### config.mk
export PLATFORM = sky130hd
export DESIGN_NAME = can_error_status
export DESIGN_NICKNAME = d
export VERILOG_FILES = /design/src/can_err_pkg.sv /design/src/can_error_status.sv
export VERILOG_INCLUDE_DIRS = /design/src /design/src/src
export SDC_FILE = /design/constraint.sdc
export NUM_CORES = 1
export LEC_CHECK = 0
export ABC_AREA = 0
export BUFFER_PORTS_ARGS = -buffer_cell sky130_fd_sc_hd__buf_4
export CAP_MARGIN = 30
export CORE_MARGIN = 10
export CORE_UTILIZATION = 30
export CTS_CLUSTER_DIAMETER = 150
export DETAILED_ROUTE_END_ITERATION = 10
export PLACE_DENSITY_LB_ADDON = 0.08
export SLEW_MARGIN = 25
export SYNTH_ARGS = -nofsm -noshare
export SYNTH_HDL_FRONTEND = slang
export SYNTH_SLANG_ARGS = --single-unit
### constraint.sdc
create_clock -name i_clock -period 2.3 [get_ports i_clock]
set_input_delay 0.23 -clock i_clock [delete_from_list [all_inputs] [get_ports i_clock]]
set_output_delay 0.23 -clock i_clock [all_outputs]
set_load 0.02 [all_outputs]
### src/can_err_defs.svh
`ifndef CAN_ERR_DEFS_SVH
`define CAN_ERR_DEFS_SVH

// ************************************************************
// Register byte offsets
// ************************************************************
`define REG_TXQ_HIGH     5'h00
`define REG_TXQ_LOW      5'h04
`define REG_ERR_FLAGS    5'h08
`define REG_ERR_COUNTS   5'h0C
`define REG_CTRL         5'h10
`define REG_IRQ_STATUS   5'h14
`define REG_IRQ_MASK     5'h18

// ************************************************************
// Field positions and reset values
// ************************************************************
`define CTRL_CFG_BIT     0
`define CTRL_RESET       1'b1
`define IRQ_WIDTH        5
`define IRQ_WARN_BIT     0
`define IRQ_TX_BUS_PASSIVE_FLAG_BIT     1
`define IRQ_RX_BUS_PASSIVE_FLAG_BIT     2
`define IRQ_BUSOFF_BIT   3
`define IRQ_RECOVER_BIT  4
`define IRQ_RESET        5'h00

// ************************************************************
// Fault confinement thresholds and steps
// ************************************************************
`define CNT_WARN_ABOVE   9'h05F
`define CNT_PASSIVE_ABOVE 9'h07F
`define CNT_BUSOFF_ABOVE 9'h0FF
`define CNT_BUSOFF_VAL   9'h100
`define CNT_RX_MAX       9'h0FF
`define CNT_STEP_MAJOR   9'h008
`define CNT_STEP_MINOR   9'h001
`define CNT_RX_RELOAD    9'h078
`define RECOVERY_SEQS    8'h80

`endif

### src/can_err_pkg.sv
package can_err_pkg;

    // ************************************************************
    // Shared types
    // ************************************************************
    typedef struct packed {
        logic [4:0]  address;
        logic        read;
        logic        write;
        logic [31:0] writedata;
    } avs_req_t;

    typedef struct packed {
        logic [31:0] readdata;
        logic        waitrequest;
    } avs_rsp_t;

    // Pulses from the bit-level protocol engine
    typedef struct packed {
        logic tx_err;
        logic tx_ok;
        logic rx_err;
        logic rx_err_major;
        logic rx_ok;
        logic idle_seq;
    } fault_evt_t;

    // Order matches the error state flags register, bit 5 down to 0
    typedef struct packed {
        logic tx_bus_off_flag;
        logic tx_bus_passive_flag;
        logic rx_bus_passive_flag;
        logic tx_warning_flag;
        logic rx_warning_flag;
        logic any_warning_flag;
    } err_flags_t;

    typedef enum logic [0:0] {
        BUS_IDLE = 1'b0,
        BUS_ACK  = 1'b1
    } bus_state_t;

endpackage : can_err_pkg

### src/can_error_status.sv
`timescale 1ns/10ps
`include "can_err_defs.svh"
// Behaviour
// (RULE1) Queue head reads as two 16-bit halves
// (RULE2) Software reads queue head outside configuration
// (RULE3) Bus-off flag set when transmit count exceeds 255
// (RULE4) Configuration mode forces bus-off; resets set
// (RULE5) Transmit passive flag when count above 127
// (RULE6) Receive passive flag when count above 127
// (RULE7) Transmit warning for count 96 to 127
// (RULE8) Receive warning for count 96 to 127
// (RULE9) Combined warning is OR of both warnings
// (RULE10) Transmit count in bits 15..8, read-only
// (RULE11) Receive count in bits 7..0, read-only
// (RULE12) Flags register bits 15..6 read zero
// (RULE13) Counters follow fault confinement; flags combinational
module can_error_status (
    // Clock and reset
    input  wire logic                    i_clock,
    input  wire logic                    i_arst_n,
    // Register bus
    input  wire can_err_pkg::avs_req_t   i_avs_req,
    output      can_err_pkg::avs_rsp_t   o_avs_rsp,
    // Protocol engine and queue logic
    input  wire can_err_pkg::fault_evt_t i_fault_evt,
    input  wire logic [31:0]             i_txq_head_addr,
    // Status towards the rest of the controller
    output      can_err_pkg::err_flags_t o_err_flags,
    output      logic                    o_cfg_mode,
    output      logic                    o_irq
);
    import can_err_pkg::*;

    // ************************************************************
    // Declarations
    // ************************************************************
    bus_state_t  bus_state_q;
    logic [31:0] readdata_q;
    logic [31:0] read_mux;
    logic        cfg_mode_q;
    logic [8:0]  tx_cnt_q;
    logic [8:0]  rx_cnt_q;
    logic [8:0]  tx_sum;
    logic [8:0]  rx_sum;
    logic [7:0]  tx_cnt_view;
    logic [7:0]  recov_cnt_q;
    logic [31:0] txq_q;
    err_flags_t  flags;
    err_flags_t  flags_prev_q;
    logic [`IRQ_WIDTH-1:0] irq_status_q;
    logic [`IRQ_WIDTH-1:0] irq_mask_q;
    logic [`IRQ_WIDTH-1:0] irq_event;
    logic        bus_req;
    logic        wr_take;
    logic        rd_take;
    logic        recovered;

    // ************************************************************
    // Avalon-MM slave
    // ************************************************************
    // Every access answers with exactly one wait cycle
    assign bus_req = i_avs_req.read | i_avs_req.write;
    assign rd_take = i_avs_req.read & (bus_state_q == BUS_IDLE);
    assign wr_take = i_avs_req.write & (bus_state_q == BUS_ACK);
    assign o_avs_rsp.waitrequest = bus_req & (bus_state_q != BUS_ACK);
    assign o_avs_rsp.readdata = readdata_q;

    // Phase of the current access
    always_ff @(posedge i_clock or negedge i_arst_n) begin
        if (!i_arst_n) begin
            bus_state_q <= BUS_IDLE;
        end else begin
            case (bus_state_q)
                BUS_IDLE: bus_state_q <= bus_req ? BUS_ACK : BUS_IDLE;
                BUS_ACK:  bus_state_q <= BUS_IDLE;
                default:  bus_state_q <= BUS_IDLE;
            endcase
        end
    end

    // Read selection; unmapped offsets read zero
    always_comb begin
        read_mux = 32'h0000_0000;
        case (i_avs_req.address)
            `REG_TXQ_HIGH:   read_mux = {16'h0000, txq_q[31:16]};   // [RULE1]
            `REG_TXQ_LOW:    read_mux = {16'h0000, txq_q[15:0]};    // [RULE1]
            `REG_ERR_FLAGS:  read_mux = {26'h0000000, flags};       // [RULE12]
            `REG_ERR_COUNTS: read_mux = {16'h0000, tx_cnt_view, rx_cnt_q[7:0]}; // [RULE10] [RULE11]
            `REG_CTRL:       read_mux = {31'h00000000, cfg_mode_q};
            `REG_IRQ_STATUS: read_mux = {27'h0000000, irq_status_q};
            `REG_IRQ_MASK:   read_mux = {27'h0000000, irq_mask_q};
            default:         read_mux = 32'h0000_0000;
        endcase
    end

    // Read data is captured in the wait cycle and held until the next read
    always_ff @(posedge i_clock or negedge i_arst_n) begin
        if (!i_arst_n) begin
            readdata_q <= 32'h0000_0000;
        end else if (rd_take) begin
            readdata_q <= read_mux;
        end
    end

    // Queue head is sampled every cycle; during configuration the queue
    // logic may be rebuilding, so software must not trust it then [RULE2]
    always_ff @(posedge i_clock or negedge i_arst_n) begin
        if (!i_arst_n) begin
            txq_q <= 32'h0000_0000;
        end else begin
            txq_q <= i_txq_head_addr;   // [RULE1]
        end
    end

    // ************************************************************
    // Control register
    // ************************************************************
    // Configuration mode after reset keeps the node off the bus
    always_ff @(posedge i_clock or negedge i_arst_n) begin
        if (!i_arst_n) begin
            cfg_mode_q <= `CTRL_RESET;  // [RULE4]
        end else if (wr_take && i_avs_req.address == `REG_CTRL) begin
            cfg_mode_q <= i_avs_req.writedata[`CTRL_CFG_BIT];
        end
    end
    assign o_cfg_mode = cfg_mode_q;

    // ************************************************************
    // Fault confinement counters
    // ************************************************************
    // Nine bits so that a count past 255 is representable as bus-off
    assign tx_sum = tx_cnt_q + `CNT_STEP_MAJOR;
    assign rx_sum = rx_cnt_q + (i_fault_evt.rx_err_major ? `CNT_STEP_MAJOR
                                                         : `CNT_STEP_MINOR);
    assign recovered = tx_cnt_q[8] & i_fault_evt.idle_seq &
                       (recov_cnt_q == `RECOVERY_SEQS - 8'h01);

    // Transmit counter; errors outrank successes in the same cycle
    always_ff @(posedge i_clock or negedge i_arst_n) begin
        if (!i_arst_n) begin
            tx_cnt_q <= 9'h000;
        end else if (cfg_mode_q || recovered) begin
            tx_cnt_q <= 9'h000;
        end else if (!tx_cnt_q[8]) begin
            if (i_fault_evt.tx_err) begin
                tx_cnt_q <= (tx_sum > `CNT_BUSOFF_VAL) ? `CNT_BUSOFF_VAL : tx_sum; // [RULE13]
            end else if (i_fault_evt.tx_ok && tx_cnt_q != 9'h000) begin
                tx_cnt_q <= tx_cnt_q - `CNT_STEP_MINOR;  // [RULE13]
            end
        end
    end

    // Receive counter, frozen while bus-off
    always_ff @(posedge i_clock or negedge i_arst_n) begin
        if (!i_arst_n) begin
            rx_cnt_q <= 9'h000;
        end else if (cfg_mode_q || recovered) begin
            rx_cnt_q <= 9'h000;
        end else if (!tx_cnt_q[8]) begin
            if (i_fault_evt.rx_err || i_fault_evt.rx_err_major) begin
                rx_cnt_q <= (rx_sum > `CNT_RX_MAX) ? `CNT_RX_MAX : rx_sum; // [RULE13]
            end else if (i_fault_evt.rx_ok) begin
                if (rx_cnt_q > `CNT_PASSIVE_ABOVE) begin
                    rx_cnt_q <= `CNT_RX_RELOAD;  // [RULE13]
                end else if (rx_cnt_q != 9'h000) begin
                    rx_cnt_q <= rx_cnt_q - `CNT_STEP_MINOR;
                end
            end
        end
    end

    // Idle sequences seen while bus-off; the set number ends bus-off
    always_ff @(posedge i_clock or negedge i_arst_n) begin
        if (!i_arst_n) begin
            recov_cnt_q <= 8'h00;
        end else if (!tx_cnt_q[8] || cfg_mode_q) begin
            recov_cnt_q <= 8'h00;
        end else if (i_fault_evt.idle_seq) begin
            recov_cnt_q <= recov_cnt_q + 8'h01;  // [RULE13]
        end
    end

    // Eight-bit view saturates so bus-off never reads as a small count
    assign tx_cnt_view = tx_cnt_q[8] ? 8'hFF : tx_cnt_q[7:0];

    // ************************************************************
    // Error state flags
    // ************************************************************
    // Decoded straight from the counters, no extra latency
    always_comb begin
        flags.tx_bus_off_flag     = (tx_cnt_q > `CNT_BUSOFF_ABOVE) | cfg_mode_q; // [RULE3] [RULE4]
        flags.tx_bus_passive_flag = tx_cnt_q > `CNT_PASSIVE_ABOVE;               // [RULE5]
        flags.rx_bus_passive_flag = rx_cnt_q > `CNT_PASSIVE_ABOVE;               // [RULE6]
        flags.tx_warning_flag     = (tx_cnt_q > `CNT_WARN_ABOVE) &&
                                    (tx_cnt_q <= `CNT_PASSIVE_ABOVE);            // [RULE7]
        flags.rx_warning_flag     = (rx_cnt_q > `CNT_WARN_ABOVE) &&
                                    (rx_cnt_q <= `CNT_PASSIVE_ABOVE);            // [RULE8]
        flags.any_warning_flag    = flags.tx_warning_flag |
                                    flags.rx_warning_flag;                       // [RULE9]
    end
    assign o_err_flags = flags;

    // ************************************************************
    // Interrupts
    // ************************************************************
    // Previous flags; reset matches the configuration-mode view
    always_ff @(posedge i_clock or negedge i_arst_n) begin
        if (!i_arst_n) begin
            flags_prev_q <= err_flags_t'(6'h20);
        end else begin
            flags_prev_q <= flags;
        end
    end

    // Entry into the combined warning state, each passive state and bus-off, plus recovery from bus-off; forced bus-off in configuration is no event
    always_comb begin
        irq_event = '0;
        irq_event[`IRQ_WARN_BIT]    = flags.any_warning_flag & ~flags_prev_q.any_warning_flag;
        irq_event[`IRQ_TX_BUS_PASSIVE_FLAG_BIT]    = flags.tx_bus_passive_flag &
                                      ~flags_prev_q.tx_bus_passive_flag;
        irq_event[`IRQ_RX_BUS_PASSIVE_FLAG_BIT]    = flags.rx_bus_passive_flag &
                                      ~flags_prev_q.rx_bus_passive_flag;
        irq_event[`IRQ_BUSOFF_BIT]  = flags.tx_bus_off_flag & ~flags_prev_q.tx_bus_off_flag &
                                      ~cfg_mode_q;
        irq_event[`IRQ_RECOVER_BIT] = recovered;
    end

    // Sticky status, write one to clear; a new event beats the clear
    always_ff @(posedge i_clock or negedge i_arst_n) begin
        if (!i_arst_n) begin
            irq_status_q <= `IRQ_RESET;
        end else if (wr_take && i_avs_req.address == `REG_IRQ_STATUS) begin
            irq_status_q <= (irq_status_q & ~i_avs_req.writedata[`IRQ_WIDTH-1:0]) | irq_event;
        end else begin
            irq_status_q <= irq_status_q | irq_event;
        end
    end

    // Mask register, a one enables the source
    always_ff @(posedge i_clock or negedge i_arst_n) begin
        if (!i_arst_n) begin
            irq_mask_q <= `IRQ_RESET;
        end else if (wr_take && i_avs_req.address == `REG_IRQ_MASK) begin
            irq_mask_q <= i_avs_req.writedata[`IRQ_WIDTH-1:0];
        end
    end

    assign o_irq = |(irq_status_q & irq_mask_q);

    // ************************************************************
    // Assertions
    // ************************************************************
    property p_txq_read;
        @(posedge i_clock) disable iff (!i_arst_n)
        (i_avs_req.read && !o_avs_rsp.waitrequest && i_avs_req.address == `REG_TXQ_HIGH)
        |-> o_avs_rsp.readdata == {16'h0000, $past(i_txq_head_addr[31:16], 2)};
    endproperty
    a_txq_read: assert property (p_txq_read) // [RULE1]
        else $error("queue head high half wrong");

    property p_busoff;
        @(posedge i_clock) disable iff (!i_arst_n)
        (tx_cnt_q > `CNT_BUSOFF_ABOVE) |-> o_err_flags.tx_bus_off_flag;
    endproperty
    a_busoff: assert property (p_busoff) // [RULE3]
        else $error("bus-off flag missing");

    property p_cfg_busoff;
        @(posedge i_clock) disable iff (!i_arst_n)
        // Counters clear on the edge after the mode bit is seen, not at once
        o_cfg_mode |-> o_err_flags.tx_bus_off_flag ##1 tx_cnt_q == 9'h000;
    endproperty
    a_cfg_busoff: assert property (p_cfg_busoff) // [RULE4]
        else $error("configuration mode not shown as bus-off");

    property p_tx_passive;
        @(posedge i_clock) disable iff (!i_arst_n)
        o_err_flags.tx_bus_passive_flag == (tx_cnt_q > 9'h07F);
    endproperty
    a_tx_passive: assert property (p_tx_passive) // [RULE5]
        else $error("transmit passive flag wrong");

    property p_rx_passive;
        @(posedge i_clock) disable iff (!i_arst_n)
        o_err_flags.rx_bus_passive_flag == (rx_cnt_q > 9'h07F);
    endproperty
    a_rx_passive: assert property (p_rx_passive) // [RULE6]
        else $error("receive passive flag wrong");

    property p_tx_warn;
        @(posedge i_clock) disable iff (!i_arst_n)
        o_err_flags.tx_warning_flag == (tx_cnt_q >= 9'h060 && tx_cnt_q < 9'h080);
    endproperty
    a_tx_warn: assert property (p_tx_warn) // [RULE7]
        else $error("transmit warning flag wrong");

    property p_rx_warn;
        @(posedge i_clock) disable iff (!i_arst_n)
        o_err_flags.rx_warning_flag == (rx_cnt_q >= 9'h060 && rx_cnt_q < 9'h080);
    endproperty
    a_rx_warn: assert property (p_rx_warn) // [RULE8]
        else $error("receive warning flag wrong");

    property p_any_warn;
        @(posedge i_clock) disable iff (!i_arst_n)
        o_err_flags.any_warning_flag ==
            (o_err_flags.tx_warning_flag || o_err_flags.rx_warning_flag);
    endproperty
    a_any_warn: assert property (p_any_warn) // [RULE9]
        else $error("combined warning flag wrong");

    property p_count_read;
        @(posedge i_clock) disable iff (!i_arst_n)
        (i_avs_req.read && !o_avs_rsp.waitrequest && i_avs_req.address == `REG_ERR_COUNTS)
        |-> o_avs_rsp.readdata[31:16] == 16'h0000 &&
            o_avs_rsp.readdata[15:8] == ($past(tx_cnt_q[8]) ? 8'hFF
                                                            : $past(tx_cnt_q[7:0])) &&
            o_avs_rsp.readdata[7:0] == $past(rx_cnt_q[7:0]);
    endproperty
    a_count_read: assert property (p_count_read) // [RULE10] [RULE11]
        else $error("error count readback wrong");

    property p_flags_read;
        @(posedge i_clock) disable iff (!i_arst_n)
        (i_avs_req.read && !o_avs_rsp.waitrequest && i_avs_req.address == `REG_ERR_FLAGS)
        |-> o_avs_rsp.readdata[31:6] == 26'h0000000;
    endproperty
    a_flags_read: assert property (p_flags_read) // [RULE12]
        else $error("unimplemented flag bits not zero");

    property p_tx_step;
        @(posedge i_clock) disable iff (!i_arst_n)
        (i_fault_evt.tx_err && !o_cfg_mode && tx_cnt_q < 9'h0F8)
        |=> tx_cnt_q == $past(tx_cnt_q) + 9'h008;
    endproperty
    a_tx_step: assert property (p_tx_step) // [RULE13]
        else $error("transmit counter did not step by eight");

endmodule : can_error_status

==> results of run 1 <==
cell families after synthesis:
kind of cell    synth area share (%)
simple gates                    17.8
compound gates                  20.9
flops                           47.7
buf+inv                         6.19
fa+ha+maj                       3.18
xor+xnor                        2.04
mux                             2.09
other cells                   0.0793
per-stage QoR:
stage          instance area [um2]  worst slack [ns]  util (%)  total power [W]  setup TNS (ns)
3_5_place_dp                  5670           -0.0466      37.0          0.00419         -0.0466
6_report                      6450            0.0704      42.1          0.00600               0
4_1_cts                       6400           -0.0120      41.8          0.00600         -0.0120
3_3_place_gp                  5670            0.0126      37.0          0.00416               0
5_1_grt                       6450          -0.00339      42.1          0.00640        -0.00339
2_1_floorplan                 4780             0.140         -          0.00331               0
report_power, final:
part           switching, W  total (W)  internal [W]
Sequential         0.000299    0.00211       0.00181
Combinational       0.00125    0.00232       0.00106
Clock              0.000699    0.00157      0.000875
Total               0.00225    0.00600       0.00375
synth_stat cells, types with 9 or more instances:
cell type and n:
o21a_1 11, nand2_1 47, inv_1 17, nor2_1 34
and3_1 9, buf_4 17, clkbuf_1 11, dfrtp_1 88
buf_2 11, o21ai_0 27, a31oi_1 9, nor3_1 13
a21oi_1 11, ha_1 12
critical path, cell delays in order (launching register included):
cell and delay [ns]:
dfrtp_1 0.44, ha_1 0.23, and3_1 0.17, or3_4 0.34
a21oi_4 0.19, buf_4 0.16, buf_4 0.13
state kept, by name, indices dropped and copies added (netlist names):
name,flops
txq_q,32
readdata_q,16
rx_cnt_q,9
tx_cnt_q,9
recov_cnt_q,8
irq_mask_q,5
irq_status_q,5
flags_prev_q,4
bus_state_q,1
o_cfg_mode,1
worst paths after layout:
check                                          start  depth (start not counted)                        end  slack [ns]
setup reg to reg             tx_cnt_q[0]$_DFFE_PN0P_                          7    tx_cnt_q[5]$_DFFE_PN0P_        0.11
hold / removal                          i_avs_req[1]                          2  irq_mask_q[1]$_DFFE_PN0P_        0.13
max in group asynchronous                   i_arst_n                          3        txq_q[21]$_DFF_PN0_        1.19
setup / recovery             tx_cnt_q[0]$_DFFE_PN0P_                          6             o_err_flags[2]        0.07
min in group asynchronous                   i_arst_n                          2    rx_cnt_q[5]$_DFFE_PN0P_        0.40
hold reg to reg            flags_prev_q[0]$_DFF_PN0_                          1  irq_status_q[0]$_DFF_PN0_        0.41
repair_timing:
action	CTS	global route
pin swaps	6	5
setup endpoints to repair	4	8
setup buffers	6	1
hold buffers	33	0
endpoints found under the hold margin	69	0
gates resized for setup	8	11
gates cloned	0	0
routing by layer:
layer,routed length (um),share of wire [%],vias to the layer above,track usage (%)
li1,-,-,2001,-
met1,6650,46,1992,17.5
met2,6930,48,106,22.0
met3,717,5.0,11,3.42
met4,146,1.0,0,3.94
met5,0,0,-,0
cell type report:
cell class / instances / area (um2) / share of cell area (%)
sequential: 90 / 2260 / 35.0
clock inverter: 7 / 93.8 / 1.45
tap: 211 / 264 / 4.09
timing repair buffer: 151 / 1250 / 19.4
multi-input combinational: 341 / 2300 / 35.6
inverter: 17 / 63.8 / 0.989
clock buffer: 9 / 225 / 3.49
==> flow_summary.ini, run 1 <==
[clocking]
clock-root-buffer = clkbuf_16
cts_tree = done
ctsHtreeMaxLevel = 3
cts_made_buffers = 9
clkSlewWorstSetupHoldPaths_ns = 0.06
cts.sinks = 90
clockBufferDepth = 2
clock_latency_ns = 0.35

[route]
wirelength_um = 14400
routedWlPerCell_um = 17.5
vias = 4110
drt-pass1-iter-count = 5
drcViolationCount = 0
viasPerCell = 4.98
ant_nets = 0
first_iter_violations = 319

[placement]
dp_hpwl_um = 10700
place_inst = 770
place_congestion = 0.834
port_buffers = 76

[yosys]
ys.warnings.count = 0
seq_area_frac_synth_pct = 47.7
synthesis.area_mm2 = 0.00473
synth_edf_count = 0
synth_area_leader_cell = dfrtp_1
syn_area_per_cell_um2 = 10.0
ys_types = 63
synthTopCellsByArea = dfrtp_1 47%, nand2_1 3.7%, ha_1 3.2%, o21ai_0 2.9%, buf_4 2.7%
syn-instance-count = 473
synth_flop_cell = dfrtp_1
synth_top_area_share_pct = 46.6
synthArstFlopShare_pct = 100
ys_ff_latch = 90

[layout]
drive_gt1_share_pct = 27.8
nets = 701
n_fill_cell = 1525
final_cell_mix = 114 x buf_4, 85 x dfrtp_1, 47 x nand2_1
antenna_cells = 0
instances_no_fill = 826
layout_commonest_cell = buf_4
area_growth_pct = 36.4

[global_routing]
grt_pass1_wl_um = 23600
grt_max_degree = 40
grt_overflow = 0
grt.total_usage_pct = 13.6
grt_pass1_vias = 4318
antenna_found_initial = 0

[floorplanning]
die_h_um = 146
die-area_mm2 = 0.0212
initial_core_util_pct = 30.9
core-area_mm2 = 0.0153
ios = 120
die_x_um = 146
rows = 45

[setup_path]
startpoint_type = register
cp_max_fo = 6
critical_path_arrival_ns = 2.00
crit_required_ns = 2.07
end_kind = output pin
critPathKind = reg -> out

[worst_hold_path]
holdCritPathClass = in -> reg

[timing]
max_freq_mhz = 449
slew_headroom_pct = 62.9
fin_crit_sh_pct = 96.9
finalSetupViolations = 0
maxSlewViolCount = 0
worst_pin_slew_ns = 0.553
min_period_ns = 2.23
skew_ns = 0.00920
hold-worst-slack_ns = 0.127
hold_viol_final = 0

[pwr]
peakVddDrop_mv = 0.364
p_per_area_mw_per_mm2 = 930
p_leak_nw = 2.85

[flow_run]
drv_cap = 0

[status]
status = finished, final reports clean
Note: power is estimated with default switching activity, not from simulation.
==> inputs of run 2 (changes only) <==
- clock period: 2.3 -> 2.4 ns (I/O delays scaled with it)
==> flow_summary.ini, run 2 (synthesis results as in run 1) <==
[flow_run]
drv_cap = 0

[timing]
slew_headroom_pct = 56.7
maxSlewViolCount = 0
setup_tns_ns = 0
hold_viol_final = 0
max_freq_mhz = 431
fin_crit_sh_pct = 96.6
min_period_ns = 2.32
hold-worst-slack_ns = 0.0154
rsz0062_at_grt = false
worst_pin_slew_ns = 0.647
finalSetupViolations = 0
skew_ns = 0.00863

[placement]
dp_hpwl_um = 10500
port_buffers = 76
place_congestion = 0.865
place_inst = 766

[pwr]
p_per_area_mw_per_mm2 = 883
p_total_w = 0.00559
peakVddDrop_mv = 0.354
p_leak_nw = 2.80

[worst_hold_path]
holdCritPathClass = in -> reg

[global_routing]
grt_overflow = 0
grt_pass1_vias = 4206
grt_pass1_wl_um = 23200
grt.total_usage_pct = 13.4
antenna_found_initial = 0
grt_max_degree = 48

[layout]
antenna_cells = 0
largest_reg_flops = 32
drive_gt1_share_pct = 25.8
largestRegisters = txq_q (32), readdata_q (16)
fin_util_pct = 41.4
n_fill_cell = 1561
instances_no_fill = 816
final_cell_mix = 107 x buf_4, 86 x dfrtp_1, 47 x nand2_1
area_growth_pct = 34.0
layout_commonest_cell = buf_4
nets = 692
top_register = txq_q

[clocking]
cts_made_buffers = 9
cts.sinks = 90
cts_tree = done
clockBufferDepth = 2
clkSlewWorstSetupHoldPaths_ns = 0.07
clock_latency_ns = 0.34
clock-root-buffer = clkbuf_16
ctsHtreeMaxLevel = 3

[floorplanning]
ios = 120
initial_core_util_pct = 30.9
rows = 45
die_h_um = 146
core-area_mm2 = 0.0153
die_x_um = 146
die-area_mm2 = 0.0212

[setup_path]
critical_path_arrival_ns = 2.08
cp_num_buf_inv = 2
cp_max_fo = 6
crit_chain = ha_2 -> nand4b_1 -> or3_4 -> a21oi_4 -> nor2_4 -> inv_2 -> buf_6
end_kind = output pin
cpPeakStageDelay_ns = 0.45
path_delay_family = simple AND/OR/NAND/NOR gates
crit_slowest_cell = dfrtp_2
critPathKind = reg -> out
crit_required_ns = 2.16
startpoint_type = register

[route]
first_iter_violations = 305
vias = 4176
drt-pass1-iter-count = 5
ant_nets = 0
viasPerCell = 5.12
routedWlPerCell_um = 17.6
drcViolationCount = 0
wirelength_um = 14400

[status]
status = finished, final reports clean
run 2: cell types whose count changed in the layout (fill, tap and decap cells not counted), moves of 2 or more:
cell      previous run  this run
ha_1                 9        11
clkinv_4             0         2
inv_8                2         0
ha_2                 3         1
buf_12               2         0
buf_4              114       107
run 2: what timing repair did:
action	in CTS	in global routing
setup buffers	0	3
resized for setup	3	14
gates cloned	0	0
pin swaps	1	2
hold endpoints to repair	73	0
hold buffers	32	0
setup endpoints to repair	2	4
run 2: worst paths after layout:
| check | slack (ns) | cells past startpoint | startpoint | to |
|---|---|---|---|---|
| min | 0.02 | 1 | i_txq_head_addr[31] | txq_q[31]$_DFF_PN0_ |
| max reg2reg | 0.22 | 7 | tx_cnt_q[0]$_DFFE_PN0P_ | tx_cnt_q[5]$_DFFE_PN0P_ |
| max in group asynchronous | 1.17 | 3 | i_arst_n | readdata_q[11]$_DFFE_PN0P_ |
| min in group asynchronous | 0.47 | 2 | i_arst_n | rx_cnt_q[6]$_DFFE_PN0P_ |
| max | 0.08 | 7 | rx_cnt_q[0]$_DFFE_PN0P_ | o_err_flags[0] |
| min reg2reg | 0.42 | 1 | flags_prev_q[0]$_DFF_PN0_ | irq_status_q[0]$_DFF_PN0_ |
run 2: metal layers:
layer / track usage [%] / share of wire (%)
met1: 17.5 / 46
met5: 0 / 0
met2: 21.8 / 48
met3: 3.23 / 5.1
met4: 3.59 / 1.1
run 2: power breakdown:
part	switching (W)	total [W]	leakage, nW	internal (W)
Sequential	0.000330	0.00206	1.12	0.00173
Combinational	0.00115	0.00207	1.53	0.000913
Clock	0.000628	0.00147	0.145	0.000838
run 2: through the flow:
| step | area (um2) | setup slack, ns |
|---|---|---|
| final | 6330 | 0.0807 |
| after global routing | 6330 | 0.0121 |
| after floorplan | 4780 | 0.230 |
| after global placement | 5620 | 0.143 |
| after CTS | 6250 | 0.00485 |
| after detailed placement | 5620 | 0.133 |
run 2: cell type report:
cell class              instances  area [um2]  area share (%)
clock buffers                  10         239            3.77
clock inverters                 5        63.8            1.01
inverters                      17        63.8            1.01
multi-input cells             341        2290            36.1
flip-flops and latches         90        2260            35.6
well taps                     211         264            4.17
repair buffers                142        1160            18.3
run 2: worst register-to-register path, cell delays in order (launching register included):
cell	delay (ns)
dfrtp_1	0.45
inv_1	0.11
ha_1	0.20
or4b_4	0.51
o21ai_4	0.31
nor2_1	0.16
a211oi_1	0.22
a22oi_1	0.09
